$ cat src/hdl/dmr_consts.svh
// Overview of operation
// - Set hang flag, fault bit 5, when busy stays high longer than 4 us.
// - Set bad-read-address flag, fault bit 4, on a read of an unmapped address.
// - Set bad-write-address flag, fault bit 3, on a write to an unmapped address.
// - Checksum faults: interface bit 2, register map bit 1, fuse/ROM bit 0.
// - Automatic mode: open-check enable bit n runs open detection on channel n+1.
// - Manual mode: open-check enable bit drives that channel's amplifier common mode high.
// - Open input detected sets per-channel open flag; each flag cleared by writing one.
// - Range-check enable bit n enables over/undervoltage checks on channel n+1; reset off.
// - Enabled overvoltage detection sets per-channel flag; cleared by writing one.
// - Enabled undervoltage detection sets per-channel flag; cleared by writing one.
// - Source select: channel 2 in bits 5:3, channel 1 in 2:0; bits 7:6 read-only.
// - Any diagnostic source selected forces that channel to the +/-10 V range.
// - Code 000 own input pin, 001 die temperature, 010 2.5 V reference.
// - Code 011 analog regulator x4; code 100 digital (ch1) or analog (ch2) regulator.
// - Code 101 interface supply, 110 analog ground, 111 analog supply.
// - Hang flag raised only while hang check enable, bit 5, is set.
// - Bad read/write address flags raised only while enable bits 4 / 3 set.
// - Checksum flags gated by enable bits 2,1,0; ROM check enabled after reset.
`ifndef DMR_CONSTS_SVH
`define DMR_CONSTS_SVH

// ----------------------------------------------------------------
// Register offsets
// ----------------------------------------------------------------
`define DMR_ADDR_DIAG_EN 7'h21
`define DMR_ADDR_FAULT 7'h22
`define DMR_ADDR_OPEN_EN 7'h23
`define DMR_ADDR_OPEN_FLAGS 7'h24
`define DMR_ADDR_RANGE_EN 7'h25
`define DMR_ADDR_OV_FLAGS 7'h26
`define DMR_ADDR_UV_FLAGS 7'h27
`define DMR_ADDR_SRC_SEL 7'h28

// ----------------------------------------------------------------
// Reset values and field positions
// ----------------------------------------------------------------
`define DMR_RST_DIAG_EN 8'h01
`define DMR_RST_ZERO 8'h00
`define DMR_BIT_HANG 5
`define DMR_BIT_RD_ADDR 4
`define DMR_BIT_WR_ADDR 3
`define DMR_BIT_IF_CRC 2
`define DMR_BIT_MAP_CRC 1
`define DMR_BIT_ROM_CRC 0
`define DMR_FAULT_MASK 8'h3F
`define DMR_SRC_MASK 8'h3F
`define DMR_SRC_CH2_LSB 3

// ----------------------------------------------------------------
// Timing
// ----------------------------------------------------------------
`define DMR_CLK_PERIOD_NS 10
`define DMR_HANG_TIME_NS 4000
`define DMR_HANG_CYCLES ((`DMR_HANG_TIME_NS + `DMR_CLK_PERIOD_NS - 1) / `DMR_CLK_PERIOD_NS)
`define DMR_HANG_CNT_W 16

`endif

$ cat src/hdl/dmr_pkg.sv
package dmr_pkg;
    // Diagnostic source routes of one channel
    typedef enum logic [2:0] {
        ROUTE_PIN,
        ROUTE_TEMP,
        ROUTE_REF,
        ROUTE_AREG,
        ROUTE_DREG,
        ROUTE_IOSUP,
        ROUTE_ANALOG_GROUND,
        ROUTE_ASUP
    } dmr_route_t;

    // Register selected by an access
    typedef enum logic [3:0] {
        SEL_DIAG_EN,
        SEL_FAULT,
        SEL_OPEN_EN,
        SEL_OPEN_FLAGS,
        SEL_RANGE_EN,
        SEL_OV_FLAGS,
        SEL_UV_FLAGS,
        SEL_SRC,
        SEL_NONE
    } dmr_sel_t;
endpackage

$ cat src/hdl/dmr_hang_mon.sv
`timescale 1ns/1ps
`include "dmr_consts.svh"
module dmr_hang_mon
    import dmr_pkg::*;
#(
    parameter logic [`DMR_HANG_CNT_W-1:0] HANG_CYCLES = `DMR_HANG_CNT_W'(`DMR_HANG_CYCLES)
)(
    input wire logic clk,  // System clock
    input wire logic rst_n,  // Synchronous reset, active low
    input wire logic busy,  // Conversion busy level
    output logic hang_pulse  // One cycle when busy exceeds limit
);
    typedef struct packed {
        logic [`DMR_HANG_CNT_W-1:0] cnt;
        logic pulse;
    } dmr_hang_state_t;

    dmr_hang_state_t r_q;
    dmr_hang_state_t r_d;

    // Count busy-high cycles; fire once when the limit is passed
    always_comb
    begin
        r_d = r_q;
        r_d.pulse = 1'b0;
        if (!busy)
        begin
            r_d.cnt = '0;
        end
        else if (r_q.cnt <= HANG_CYCLES)
        begin
            r_d.cnt = r_q.cnt + 1'b1;
            r_d.pulse = (r_q.cnt == HANG_CYCLES);
        end
    end

    // State register
    always_ff @(posedge clk)
    begin
        if (!rst_n)
            r_q <= '0;
        else
            r_q <= r_d;
    end

    assign hang_pulse = r_q.pulse;
endmodule // dmr_hang_mon

$ cat src/hdl/dmr_src_decode.sv
`timescale 1ns/1ps
module dmr_src_decode
    import dmr_pkg::*;
#(
    parameter bit CODE4_DIGITAL = 1'b1
)(
    input wire logic [2:0] code,  // Selector field
    output dmr_route_t route,  // Routed source
    output logic force_10v  // Channel forced to +/-10 V range
);
    // Map selector code to a source
    always_comb
    begin
        case (code)
            3'h0: route = ROUTE_PIN;
            3'h1: route = ROUTE_TEMP;
            3'h2: route = ROUTE_REF;
            3'h3: route = ROUTE_AREG;
            3'h4: route = CODE4_DIGITAL ? ROUTE_DREG : ROUTE_AREG;
            3'h5: route = ROUTE_IOSUP;
            3'h6: route = ROUTE_ANALOG_GROUND;
            default: route = ROUTE_ASUP;
        endcase
        force_10v = (code != 3'h0);
    end
endmodule // dmr_src_decode

$ cat src/hdl/dmr_top.sv
`timescale 1ns/1ps
`include "dmr_consts.svh"
module dmr_top
    import dmr_pkg::*;
(
    input wire logic clk,  // System clock, 100 MHz
    input wire logic rst_n,  // Synchronous reset, active low
    input wire logic reg_wr_en,  // Register write strobe
    input wire logic reg_rd_en,  // Register read strobe
    input wire logic [6:0] reg_addr,  // Register address
    input wire logic [7:0] reg_wdata,  // Write data
    input wire logic ext_addr_hit,  // Address claimed by another bank
    output logic [7:0] reg_rdata,  // Read data
    output logic reg_rvalid,  // Read data valid pulse
    input wire logic busy,  // Conversion busy level
    input wire logic auto_mode,  // 1 automatic, 0 manual open detect
    input wire logic if_crc_evt,  // Interface checksum fault pulse
    input wire logic map_crc_evt,  // Register map checksum fault pulse
    input wire logic rom_crc_evt,  // Fuse/ROM checksum fault pulse
    input wire logic [7:0] open_det_raw,  // Open input comparators, async
    input wire logic [7:0] ov_det_raw,  // Overvoltage comparators, async
    input wire logic [7:0] uv_det_raw,  // Undervoltage comparators, async
    output logic [7:0] diag_en,  // Diagnostic enable register
    output logic [7:0] open_detect_run,  // Run open detection per channel
    output logic [7:0] pga_cm_high,  // Amplifier common mode high
    output logic [7:0] range_check_run,  // Over/under checks enabled
    output dmr_route_t route_ch1,  // Channel 1 source
    output dmr_route_t route_ch2,  // Channel 2 source
    output logic [1:0] range_10v_force  // Channels 2..1 forced to 10 V
);
    // ----------------------------------------------------------------
    // State
    // ----------------------------------------------------------------
    typedef struct packed {
        logic [7:0] diag_en;
        logic [7:0] fault;
        logic [7:0] open_en;
        logic [7:0] open_flag;
        logic [7:0] range_en;
        logic [7:0] ov_flag;
        logic [7:0] uv_flag;
        logic [5:0] src_sel;
        logic [7:0] rdata;
        logic rvalid;
        logic [7:0] open_s1;
        logic [7:0] open_s2;
        logic [7:0] ov_s1;
        logic [7:0] ov_s2;
        logic [7:0] uv_s1;
        logic [7:0] uv_s2;
        logic [7:0] open_run;
        logic [7:0] cm_high;
        logic [7:0] range_run;
        dmr_route_t route1;
        dmr_route_t route2;
        logic [1:0] force_10v;
    } dmr_top_state_t;

    dmr_top_state_t r_q;
    dmr_top_state_t r_d;
    logic hang_pulse;
    dmr_route_t dec_route1;
    dmr_route_t dec_route2;
    logic dec_f1;
    logic dec_f2;
    dmr_sel_t sel;
    logic [7:0] wr_clr;
    logic [7:0] rd_val;

    // Address decoding shared by read and write paths
    function automatic dmr_sel_t dmr_decode(input logic [6:0] a);
        if (a == `DMR_ADDR_DIAG_EN)
            return SEL_DIAG_EN;
        else if (a == `DMR_ADDR_FAULT)
            return SEL_FAULT;
        else if (a == `DMR_ADDR_OPEN_EN)
            return SEL_OPEN_EN;
        else if (a == `DMR_ADDR_OPEN_FLAGS)
            return SEL_OPEN_FLAGS;
        else if (a == `DMR_ADDR_RANGE_EN)
            return SEL_RANGE_EN;
        else if (a == `DMR_ADDR_OV_FLAGS)
            return SEL_OV_FLAGS;
        else if (a == `DMR_ADDR_UV_FLAGS)
            return SEL_UV_FLAGS;
        else if (a == `DMR_ADDR_SRC_SEL)
            return SEL_SRC;
        else
            return SEL_NONE;
    endfunction

    // Sticky flag update: set wins over a write-one clear
    function automatic logic [7:0] dmr_sticky(input logic [7:0] flag, input logic [7:0] clr,
                                              input logic [7:0] set);
        return (flag & ~clr) | set;
    endfunction

    // ----------------------------------------------------------------
    // Submodules
    // ----------------------------------------------------------------
    dmr_hang_mon u_hang (
        .clk(clk),
        .rst_n(rst_n),
        .busy(busy),
        .hang_pulse(hang_pulse)
    );

    dmr_src_decode #(.CODE4_DIGITAL(1'b1)) u_dec1 (
        .code(r_q.src_sel[2:0]),
        .route(dec_route1),
        .force_10v(dec_f1)
    );

    dmr_src_decode #(.CODE4_DIGITAL(1'b0)) u_dec2 (
        .code(r_q.src_sel[5:3]),
        .route(dec_route2),
        .force_10v(dec_f2)
    );

    // Decode and read mux
    always_comb
    begin
        sel = dmr_decode(reg_addr);
        wr_clr = reg_wr_en ? reg_wdata : 8'h00;
        case (sel)
            SEL_DIAG_EN: rd_val = r_q.diag_en;
            SEL_FAULT: rd_val = r_q.fault & `DMR_FAULT_MASK;
            SEL_OPEN_EN: rd_val = r_q.open_en;
            SEL_OPEN_FLAGS: rd_val = r_q.open_flag;
            SEL_RANGE_EN: rd_val = r_q.range_en;
            SEL_OV_FLAGS: rd_val = r_q.ov_flag;
            SEL_UV_FLAGS: rd_val = r_q.uv_flag;
            SEL_SRC: rd_val = {2'b00, r_q.src_sel};
            default: rd_val = 8'h00;
        endcase
    end

    // ----------------------------------------------------------------
    // Next state
    // ----------------------------------------------------------------
    always_comb
    begin
        r_d = r_q;
        // Two-stage synchronisers for comparator inputs
        r_d.open_s1 = open_det_raw;
        r_d.open_s2 = r_q.open_s1;
        r_d.ov_s1 = ov_det_raw;
        r_d.ov_s2 = r_q.ov_s1;
        r_d.uv_s1 = uv_det_raw;
        r_d.uv_s2 = r_q.uv_s1;

        // Plain read/write registers
        if (reg_wr_en && sel == SEL_DIAG_EN)
            r_d.diag_en = reg_wdata;
        if (reg_wr_en && sel == SEL_OPEN_EN)
            r_d.open_en = reg_wdata;
        if (reg_wr_en && sel == SEL_RANGE_EN)
            r_d.range_en = reg_wdata;
        if (reg_wr_en && sel == SEL_SRC)
            r_d.src_sel = reg_wdata[5:0];

        r_d.fault = dmr_sticky(r_q.fault, (sel == SEL_FAULT) ? wr_clr : 8'h00, 8'h00);
        if (hang_pulse && r_q.diag_en[`DMR_BIT_HANG])
            r_d.fault[`DMR_BIT_HANG] = 1'b1;
        if (reg_rd_en && sel == SEL_NONE && !ext_addr_hit && r_q.diag_en[`DMR_BIT_RD_ADDR])
            r_d.fault[`DMR_BIT_RD_ADDR] = 1'b1;
        if (reg_wr_en && sel == SEL_NONE && !ext_addr_hit && r_q.diag_en[`DMR_BIT_WR_ADDR])
            r_d.fault[`DMR_BIT_WR_ADDR] = 1'b1;
        if (if_crc_evt && r_q.diag_en[`DMR_BIT_IF_CRC])
            r_d.fault[`DMR_BIT_IF_CRC] = 1'b1;
        if (map_crc_evt && r_q.diag_en[`DMR_BIT_MAP_CRC])
            r_d.fault[`DMR_BIT_MAP_CRC] = 1'b1;
        if (rom_crc_evt && r_q.diag_en[`DMR_BIT_ROM_CRC])
            r_d.fault[`DMR_BIT_ROM_CRC] = 1'b1;
        r_d.fault = r_d.fault & `DMR_FAULT_MASK;

        r_d.open_flag = dmr_sticky(r_q.open_flag, (sel == SEL_OPEN_FLAGS) ? wr_clr : 8'h00,
                                   r_q.open_s2 & r_q.open_run);
        r_d.ov_flag = dmr_sticky(r_q.ov_flag, (sel == SEL_OV_FLAGS) ? wr_clr : 8'h00,
                                 r_q.ov_s2 & r_q.range_en);
        r_d.uv_flag = dmr_sticky(r_q.uv_flag, (sel == SEL_UV_FLAGS) ? wr_clr : 8'h00,
                                 r_q.uv_s2 & r_q.range_en);

        // Read answer one cycle after the strobe
        r_d.rvalid = reg_rd_en;
        r_d.rdata = reg_rd_en ? rd_val : 8'h00;

        r_d.open_run = auto_mode ? r_q.open_en : 8'h00;
        r_d.cm_high = auto_mode ? 8'h00 : r_q.open_en;
        r_d.range_run = r_q.range_en;
        r_d.route1 = dec_route1;
        r_d.route2 = dec_route2;
        r_d.force_10v = {dec_f2, dec_f1};
    end

    // State register with reset values
    always_ff @(posedge clk)
    begin
        if (!rst_n)
        begin
            r_q <= '0;
            r_q.diag_en <= `DMR_RST_DIAG_EN;
            r_q.route1 <= ROUTE_PIN;
            r_q.route2 <= ROUTE_PIN;
        end
        else
        begin
            r_q <= r_d;
        end
    end

    // ----------------------------------------------------------------
    // Outputs
    // ----------------------------------------------------------------
    assign reg_rdata = r_q.rdata;
    assign reg_rvalid = r_q.rvalid;
    assign diag_en = r_q.diag_en;
    assign open_detect_run = r_q.open_run;
    assign pga_cm_high = r_q.cm_high;
    assign range_check_run = r_q.range_run;
    assign route_ch1 = r_q.route1;
    assign route_ch2 = r_q.route2;
    assign range_10v_force = r_q.force_10v;
endmodule // dmr_top
$ cat config.mk
export PLATFORM = sky130hd
export DESIGN_NAME = dmr_top
export DESIGN_NICKNAME = d
export VERILOG_FILES = /design/src/hdl/dmr_pkg.sv /design/src/hdl/dmr_hang_mon.sv /design/src/hdl/dmr_src_decode.sv /design/src/hdl/dmr_top.sv
export VERILOG_INCLUDE_DIRS = /design/src /design/src/hdl
export SDC_FILE = /design/constraint.sdc
export NUM_CORES = 1
export LEC_CHECK = 0
export BUFFER_PORTS_ARGS = -buffer_cell sky130_fd_sc_hd__buf_2
export CAP_MARGIN = 5
export CORE_MARGIN = 2
export CORE_UTILIZATION = 51
export DETAILED_ROUTE_END_ITERATION = 16
export PLACE_DENSITY_LB_ADDON = 0.15
export SYNTH_ARGS = -nofsm -noshare
export SYNTH_HDL_FRONTEND = slang
export SYNTH_SLANG_ARGS = --single-unit
$ cat constraint.sdc
create_clock -name clk -period 2.4 [get_ports clk]
set_clock_uncertainty 0.1 [all_clocks]
set_input_delay 0.36 -clock clk [delete_from_list [all_inputs] [get_ports clk]]
set_output_delay 0.36 -clock clk [all_outputs]
set_load 0.02 [all_outputs]
; ---- Word level (Yosys, flattened, before mapping)
; Cells that the tools add are included.
[classes]
add_sub_neg = 1
magnitude_cmp = 1
n_eq_ne = 29
muxes = 22
bitwise_logic = 15
n_reduce_logical = 26
[op_table]
columns = operator, count
row1 = $pmux W8 S8, 1
row2 = $eq A7 B6 Y1 const B, 8
row3 = $and A8 B8 Y8, 6
row4 = $mux W4, 8
row5 = $mux W8, 4
row6 = $not A8 Y8, 3
row7 = $or A8 B8 Y8, 3
row8 = $pmux W3 S7, 1
row9 = $eq A3 B3 Y1 const B, 6
row10 = $pmux W3 S6, 1
row11 = $add A16 B1 Y16 const B, 1
row12 = $eq A16 B9 Y1 const B, 1
row13 = $eq A4 B3 Y1 const B, 4
row14 = $le A16 B9 Y1 const B, 1
row15 = $logic_and A1 B1 Y1, 14
row16 = $eq A3 B2 Y1 const B, 4
row17 = $eq A4 B2 Y1 const B, 2
row18 = $and A6 B6 Y6, 1
row19 = $eq A3 B1 Y1 const B, 2
row20 = $logic_not A3 Y1, 2
row21 = $mux W1, 6
row22 = $mux W6, 1
row23 = $not A6 Y6, 1
row24 = $reduce_and A2 Y1, 3
row25 = 8 further kinds, 10
[word_totals]
regBits = 166
out_inout_bits = 49

; ---- Depth between registers and ports, before layout
[logic_depth]
ltp_word = 14
ltp_mapped = 7
mapped_depth_nobuf = 6

; ---- Hierarchy
; Synthesis repeated with hierarchy kept, for this count alone.
[unflattened]
cells_unflattened = 644
hier_area_um2 = 6372.4
[modules_own_cells]
columns = mod, instances, cells_each, area_per_inst_um2
row1 = dmr_top, 1, 554, 5586.6
row2 = dmr_hang_mon, 1, 79, 734.5
row3 = dmr_src_decode at u_dec2, 1, 7, 33.8
row4 = dmr_src_decode at u_dec1, 1, 4, 17.5

; ---- Worst setup path before layout
; OpenSTA, ideal clock, no wires.
[synth_path]
path_kind = input -> register
startpoint = input port reg_addr[4]
endpoint = register r_q[110] (netlist bit)
setup_time_ns = 0.124
t_arrival_ns = 1.730
slack_ns = 0.447
cell_stages = 6
path_buffers = 2
cell_sequence = or3b_1 buf_2 or4b_1 clkbuf_1 o21ai_0 a21boi_0
[synth_via]
elab_chain_len = 14
elab_cells_between_ends = 21
cone_classes = eq/ne (9) / mux (9) / bitwise (3)
[synth_lines]
columns = item, line_no
row1 = from (decl), dmr_top.sv:10  ; input wire logic [6:0] reg_addr,
row2 = $eq A7 B6 Y1 (no line), --
row3 = $mux W4, dmr_top.sv:86  ; else if (a == `DMR_ADDR_SRC_SEL)
row4 = $mux W4, dmr_top.sv:84  ; else if (a == `DMR_ADDR_UV_FLAGS)
row5 = $mux W4, dmr_top.sv:82  ; else if (a == `DMR_ADDR_OV_FLAGS)
row6 = $mux W4, dmr_top.sv:80  ; else if (a == `DMR_ADDR_RANGE_EN)
row7 = $mux W4, dmr_top.sv:78  ; else if (a == `DMR_ADDR_OPEN_FLAGS)
row8 = $mux W4, dmr_top.sv:76  ; else if (a == `DMR_ADDR_OPEN_EN)
row9 = $mux W4, dmr_top.sv:74  ; else if (a == `DMR_ADDR_FAULT)
row10 = $mux W4 *, dmr_top.sv:72  ; if (a == `DMR_ADDR_DIAG_EN)
row11 = $eq A4 B3 Y1 *, dmr_top.sv:179  ; r_d.ov_flag = dmr_sticky(r_q.ov_flag, (sel == SEL_OV_FLAGS) ? wr_clr : 8'h00,
row12 = $mux W8 *, dmr_top.sv:179
row13 = $not A8 Y8 *, dmr_top.sv:95  ; return (flag & ~clr) | set;
row14 = $and A8 B8 Y8 *, dmr_top.sv:95
row15 = $or A8 B8 Y8 *, dmr_top.sv:95
row16 = to (signal assigned), dmr_top.sv:208  ; r_q <= r_d;
row17 = to (decl), dmr_top.sv:59  ; dmr_top_state_t r_q;
; Mark *: on every way between the ends. The rest lies on a longest branch, timed or not.
; A chain may end at the register's enable or synchronous reset.

; ---- Final worst setup path
[layout_path]
startpoint = register u_hang.r_q[1] (netlist bit)
endpoint = register u_hang.r_q[9] (netlist bit)
[layout_via]
elab_chain_len = 1
elab_cells_between_ends = 2
cone_classes = add/sub (1) / order compare (1)
[layout_lines]
columns = item, line_no
row1 = from (decl), dmr_hang_mon.sv:18  ; dmr_hang_state_t r_q;
row2 = from (signal assigned), dmr_hang_mon.sv:43  ; r_q <= r_d;
row3 = $add A16 B1 Y16 or $le A16 B9 Y1 (tied branches), "dmr_hang_mon.sv:32, dmr_hang_mon.sv:30"
; Several ways; a longest one is shown, not always the timed one.

==> metrics.txt <==
fmax between 0.4 and 0.5 GHz; initial antenna violation count 0; worst vdd ir 580 uV; post-CTS setup buffer count 0; Yosys cell types 51; global-route wire length before repair 23.2 mm; sequential fraction of the synthesis area 51.5%; Root Buffer clkbuf_16; Post-Layout Cell Count 895; CP Class flip-flop to flip-flop; largest net degree at the start of global routing 86; critical-path cell list inv_1 > ha_1 > and4bb_2 > a211oi_2 > nor3_1 > a22o_1; worst hold path type input pin to flip-flop; RR Endpoint u_hang.r_q[9]$_SDFFE_PN0N_; Worst Reg-to-Reg Cells 6; post-synthesis async set-or-reset flop share 0%; share of Yosys cell area claimed by the top area cell type 51.5%; final hold violations 0; DP Worst Slack 212 ps; Inserted Diodes 0; Post-DRT Antenna Nets 0; outcome complete, no violations; Initial Utilization between 50% and 60%; CP max-delay cell a211oi_2; wl on met1 around 6.6 mm; routed vias/inst 5.22; CTS Buf Count 17; Worst EP required 2620 ps; placed cells 863; # port buffers 97; fraction of layout cells with a size suffix above 1 21.3%; Hold WS 31.2 ps; CP Buf/Inv Count 1; final worst-path cycle share 84.3%; vias in the first global route roughly 4500; Cell Area, Synth 6450 um^2; wire per inst about 16 um; DR top layer met4; Worst Hold Launch ov_det_raw[7]; Layout Nets roughly 760; Syn Area/Cell 9.87 um^2; TritonRoute pass-1 iters 5; Critical Path AT 2250 ps; initial DRC count 271; standard-cell rows 41; Post-synth EDFFs 0; drc violations 0; worst-path maximum fanout 10; CTS sink cnt ~170; most common cell after layout, fill and taps aside dfxtp_1; CP delay by family, top compound AO/OA/AOI/OAI gates; # hold bufs at CTS 0; Die Y between 100 and 150 um; global-route usage over all layers approximately 23%; DR vias 4675; Die Width around 120 um; wire length on met2 6.89 mm; RSZ-0062 raised after global routing no; Final GP Congestion 0.907; setup ws final 378 ps; Mapped Cells between 600 and 700; Slew @ Worst Pin 541 ps; H-tree levels 4; Skew-Pair Late Insertion Delay 430 ps; clock-pin slew on the worst setup and hold paths 60 ps; Reg-to-Reg Start u_hang.r_q[1]$_SDFFE_PN0N_; most frequent cells in the layout dfxtp_1 (166), buf_2 (97), and2_1 (76); core area 12500 um^2; Hold Path Sink r_d[55]$_SDFF_PN0_; syn_nets 705; Min Clock Period, post-route 2020 ps; hold path depth 2; final count of pins violating max slew 0; Setup TNS Final 0 ps; MaxCap Viol Count 0; Max-slew headroom about 64%; total gr overflow 0; die area ~14000 um^2; clk buf depth 2; final wirelength 14.8 mm; Fillers 1111; Leak 3.20 nW; Cell Pwr Density 788 nW/um^2; Post-CTS Resized 0; CP Capture Type flip-flop; startpoint class of the critical path flip-flop; dpl hpwl 10.6 mm; Synth area leaders dfxtp_1 (51%), and2_1 (7.4%), mux2i_1 (6.5%); CTS tree done; FF+latch count, synth 166; r2r setup slk 380 ps; worst stage delay on the critical path around 510 ps; Area Growth Syn to Fin 15.5%; area leader, netlist dfxtp_1; synth warn 0; I/O pin cnt 98; metal3 WL 847 um; ys flop type dfxtp_1; Final setup viols 0
[cell families (layout without fill, tap and decap cells)]
logic type,Yosys count,in the layout,share of synthesized area [%]
AND/OR/NAND/NOR,250,250,22.1
AO/OA/AOI/OAI,112,112,11.6
adder cells (fa/ha/maj),2,2,0.388
flip-flops,166,166,51.5
buffers and inverters,80,149,7.54
multiplexers,44,44,6.86
[per-stage QoR]
step | cell area (um^2) | power (mW) | utilization [%]
after CTS | 7450 | 5.92 | 59.8
after global placement | 6840 | 3.10 | 54.8
after floorplan | 6450 | 3.00 | -
after global routing | 7450 | 6.08 | 59.8
final | 7450 | 5.88 | 59.8
after detailed placement | 6840 | 3.10 | 54.8
[power breakdown]
part / switching [mW] / total (mW) / internal, mW
sequential: 0.0134 / 2.81 / 2.80
clock: 1.17 / 2.84 / 1.67
combinational: 0.133 / 0.229 / 0.0962
[worst max path at each step]
| stage | startpoint | end | slack, ps | cells past startpoint |
|---|---|---|---|---|
| global placement | reg_addr[4] | r_q[110]$_SDFF_PN0_ | 260 | 5 |
| finish | u_hang.r_q[1]$_SDFFE_PN0N_ | u_hang.r_q[9]$_SDFFE_PN0N_ | 380 | 6 |
| global route | u_hang.r_q[1]$_SDFFE_PN0N_ | u_hang.r_q[9]$_SDFFE_PN0N_ | 220 | 6 |
| CTS | u_hang.r_q[1]$_SDFFE_PN0N_ | u_hang.r_q[9]$_SDFFE_PN0N_ | 370 | 6 |
| detailed placement | reg_addr[4] | r_q[125]$_SDFF_PN0_ | 210 | 5 |
| floorplan | reg_addr[4] | r_q[110]$_SDFF_PN0_ | 450 | 6 |
[cell usage after synthesis, types with 3 or more instances]
library cell  instances
a21boi_0             28
a21oi_1               8
a22o_1                3
a31oi_1               9
and2_1               76
and3_1               16
buf_4                49
clkbuf_1             26
dfxtp_1             166
mux2i_1              42
nand2_1              56
nand2b_1              4
nand3_1              12
nand3b_1              7
nand4_1               5
nor2_1               10
nor2b_1              37
nor3_1                7
nor4_1                4
o211a_1               3
o21ai_0              38
o31ai_1               3
or4_1                 4
[routing by layer]
layer / GRT usage (%) / vias up
li1: - / 2312
met1: 29.5 / 2172
met2: 36.5 / 161
met3: 5.19 / 30
met4: 11.3 / 0
met5: 0 / -
[state kept, by name, indices dropped and copies added, names as in the netlist]
name	flops
r_q	68
r_d	32
u_hang.r_q	16
diag_en	8
open_detect_run	8
pga_cm_high	8
range_check_run	8
reg_rdata	8
route_ch1	3
route_ch2	3
range_10v_force	2
reg_rvalid	1
u_hang.hang_pulse	1
[worst reg2reg max path: cells and delay by family (launching register included)]
family / cells / cell delay [ps]
buffers and inverters: 1 / 80
adder cells (fa/ha/maj): 1 / 190
flip-flops: 1 / 410
AND/OR/NAND/NOR: 2 / 420
AO/OA/AOI/OAI: 2 / 710
[cell type report]
class	count	area [um^2]	share of cell area, %
clock buffers	17	425	5.71
clock inverters	15	193	2.59
inverters	2	7.51	0.101
multi-input cells	408	2640	35.5
flip-flops and latches	166	3320	44.6
well taps	172	215	2.89
repair buffers	115	646	8.66
Note: power is estimated with default switching activity, not from simulation.
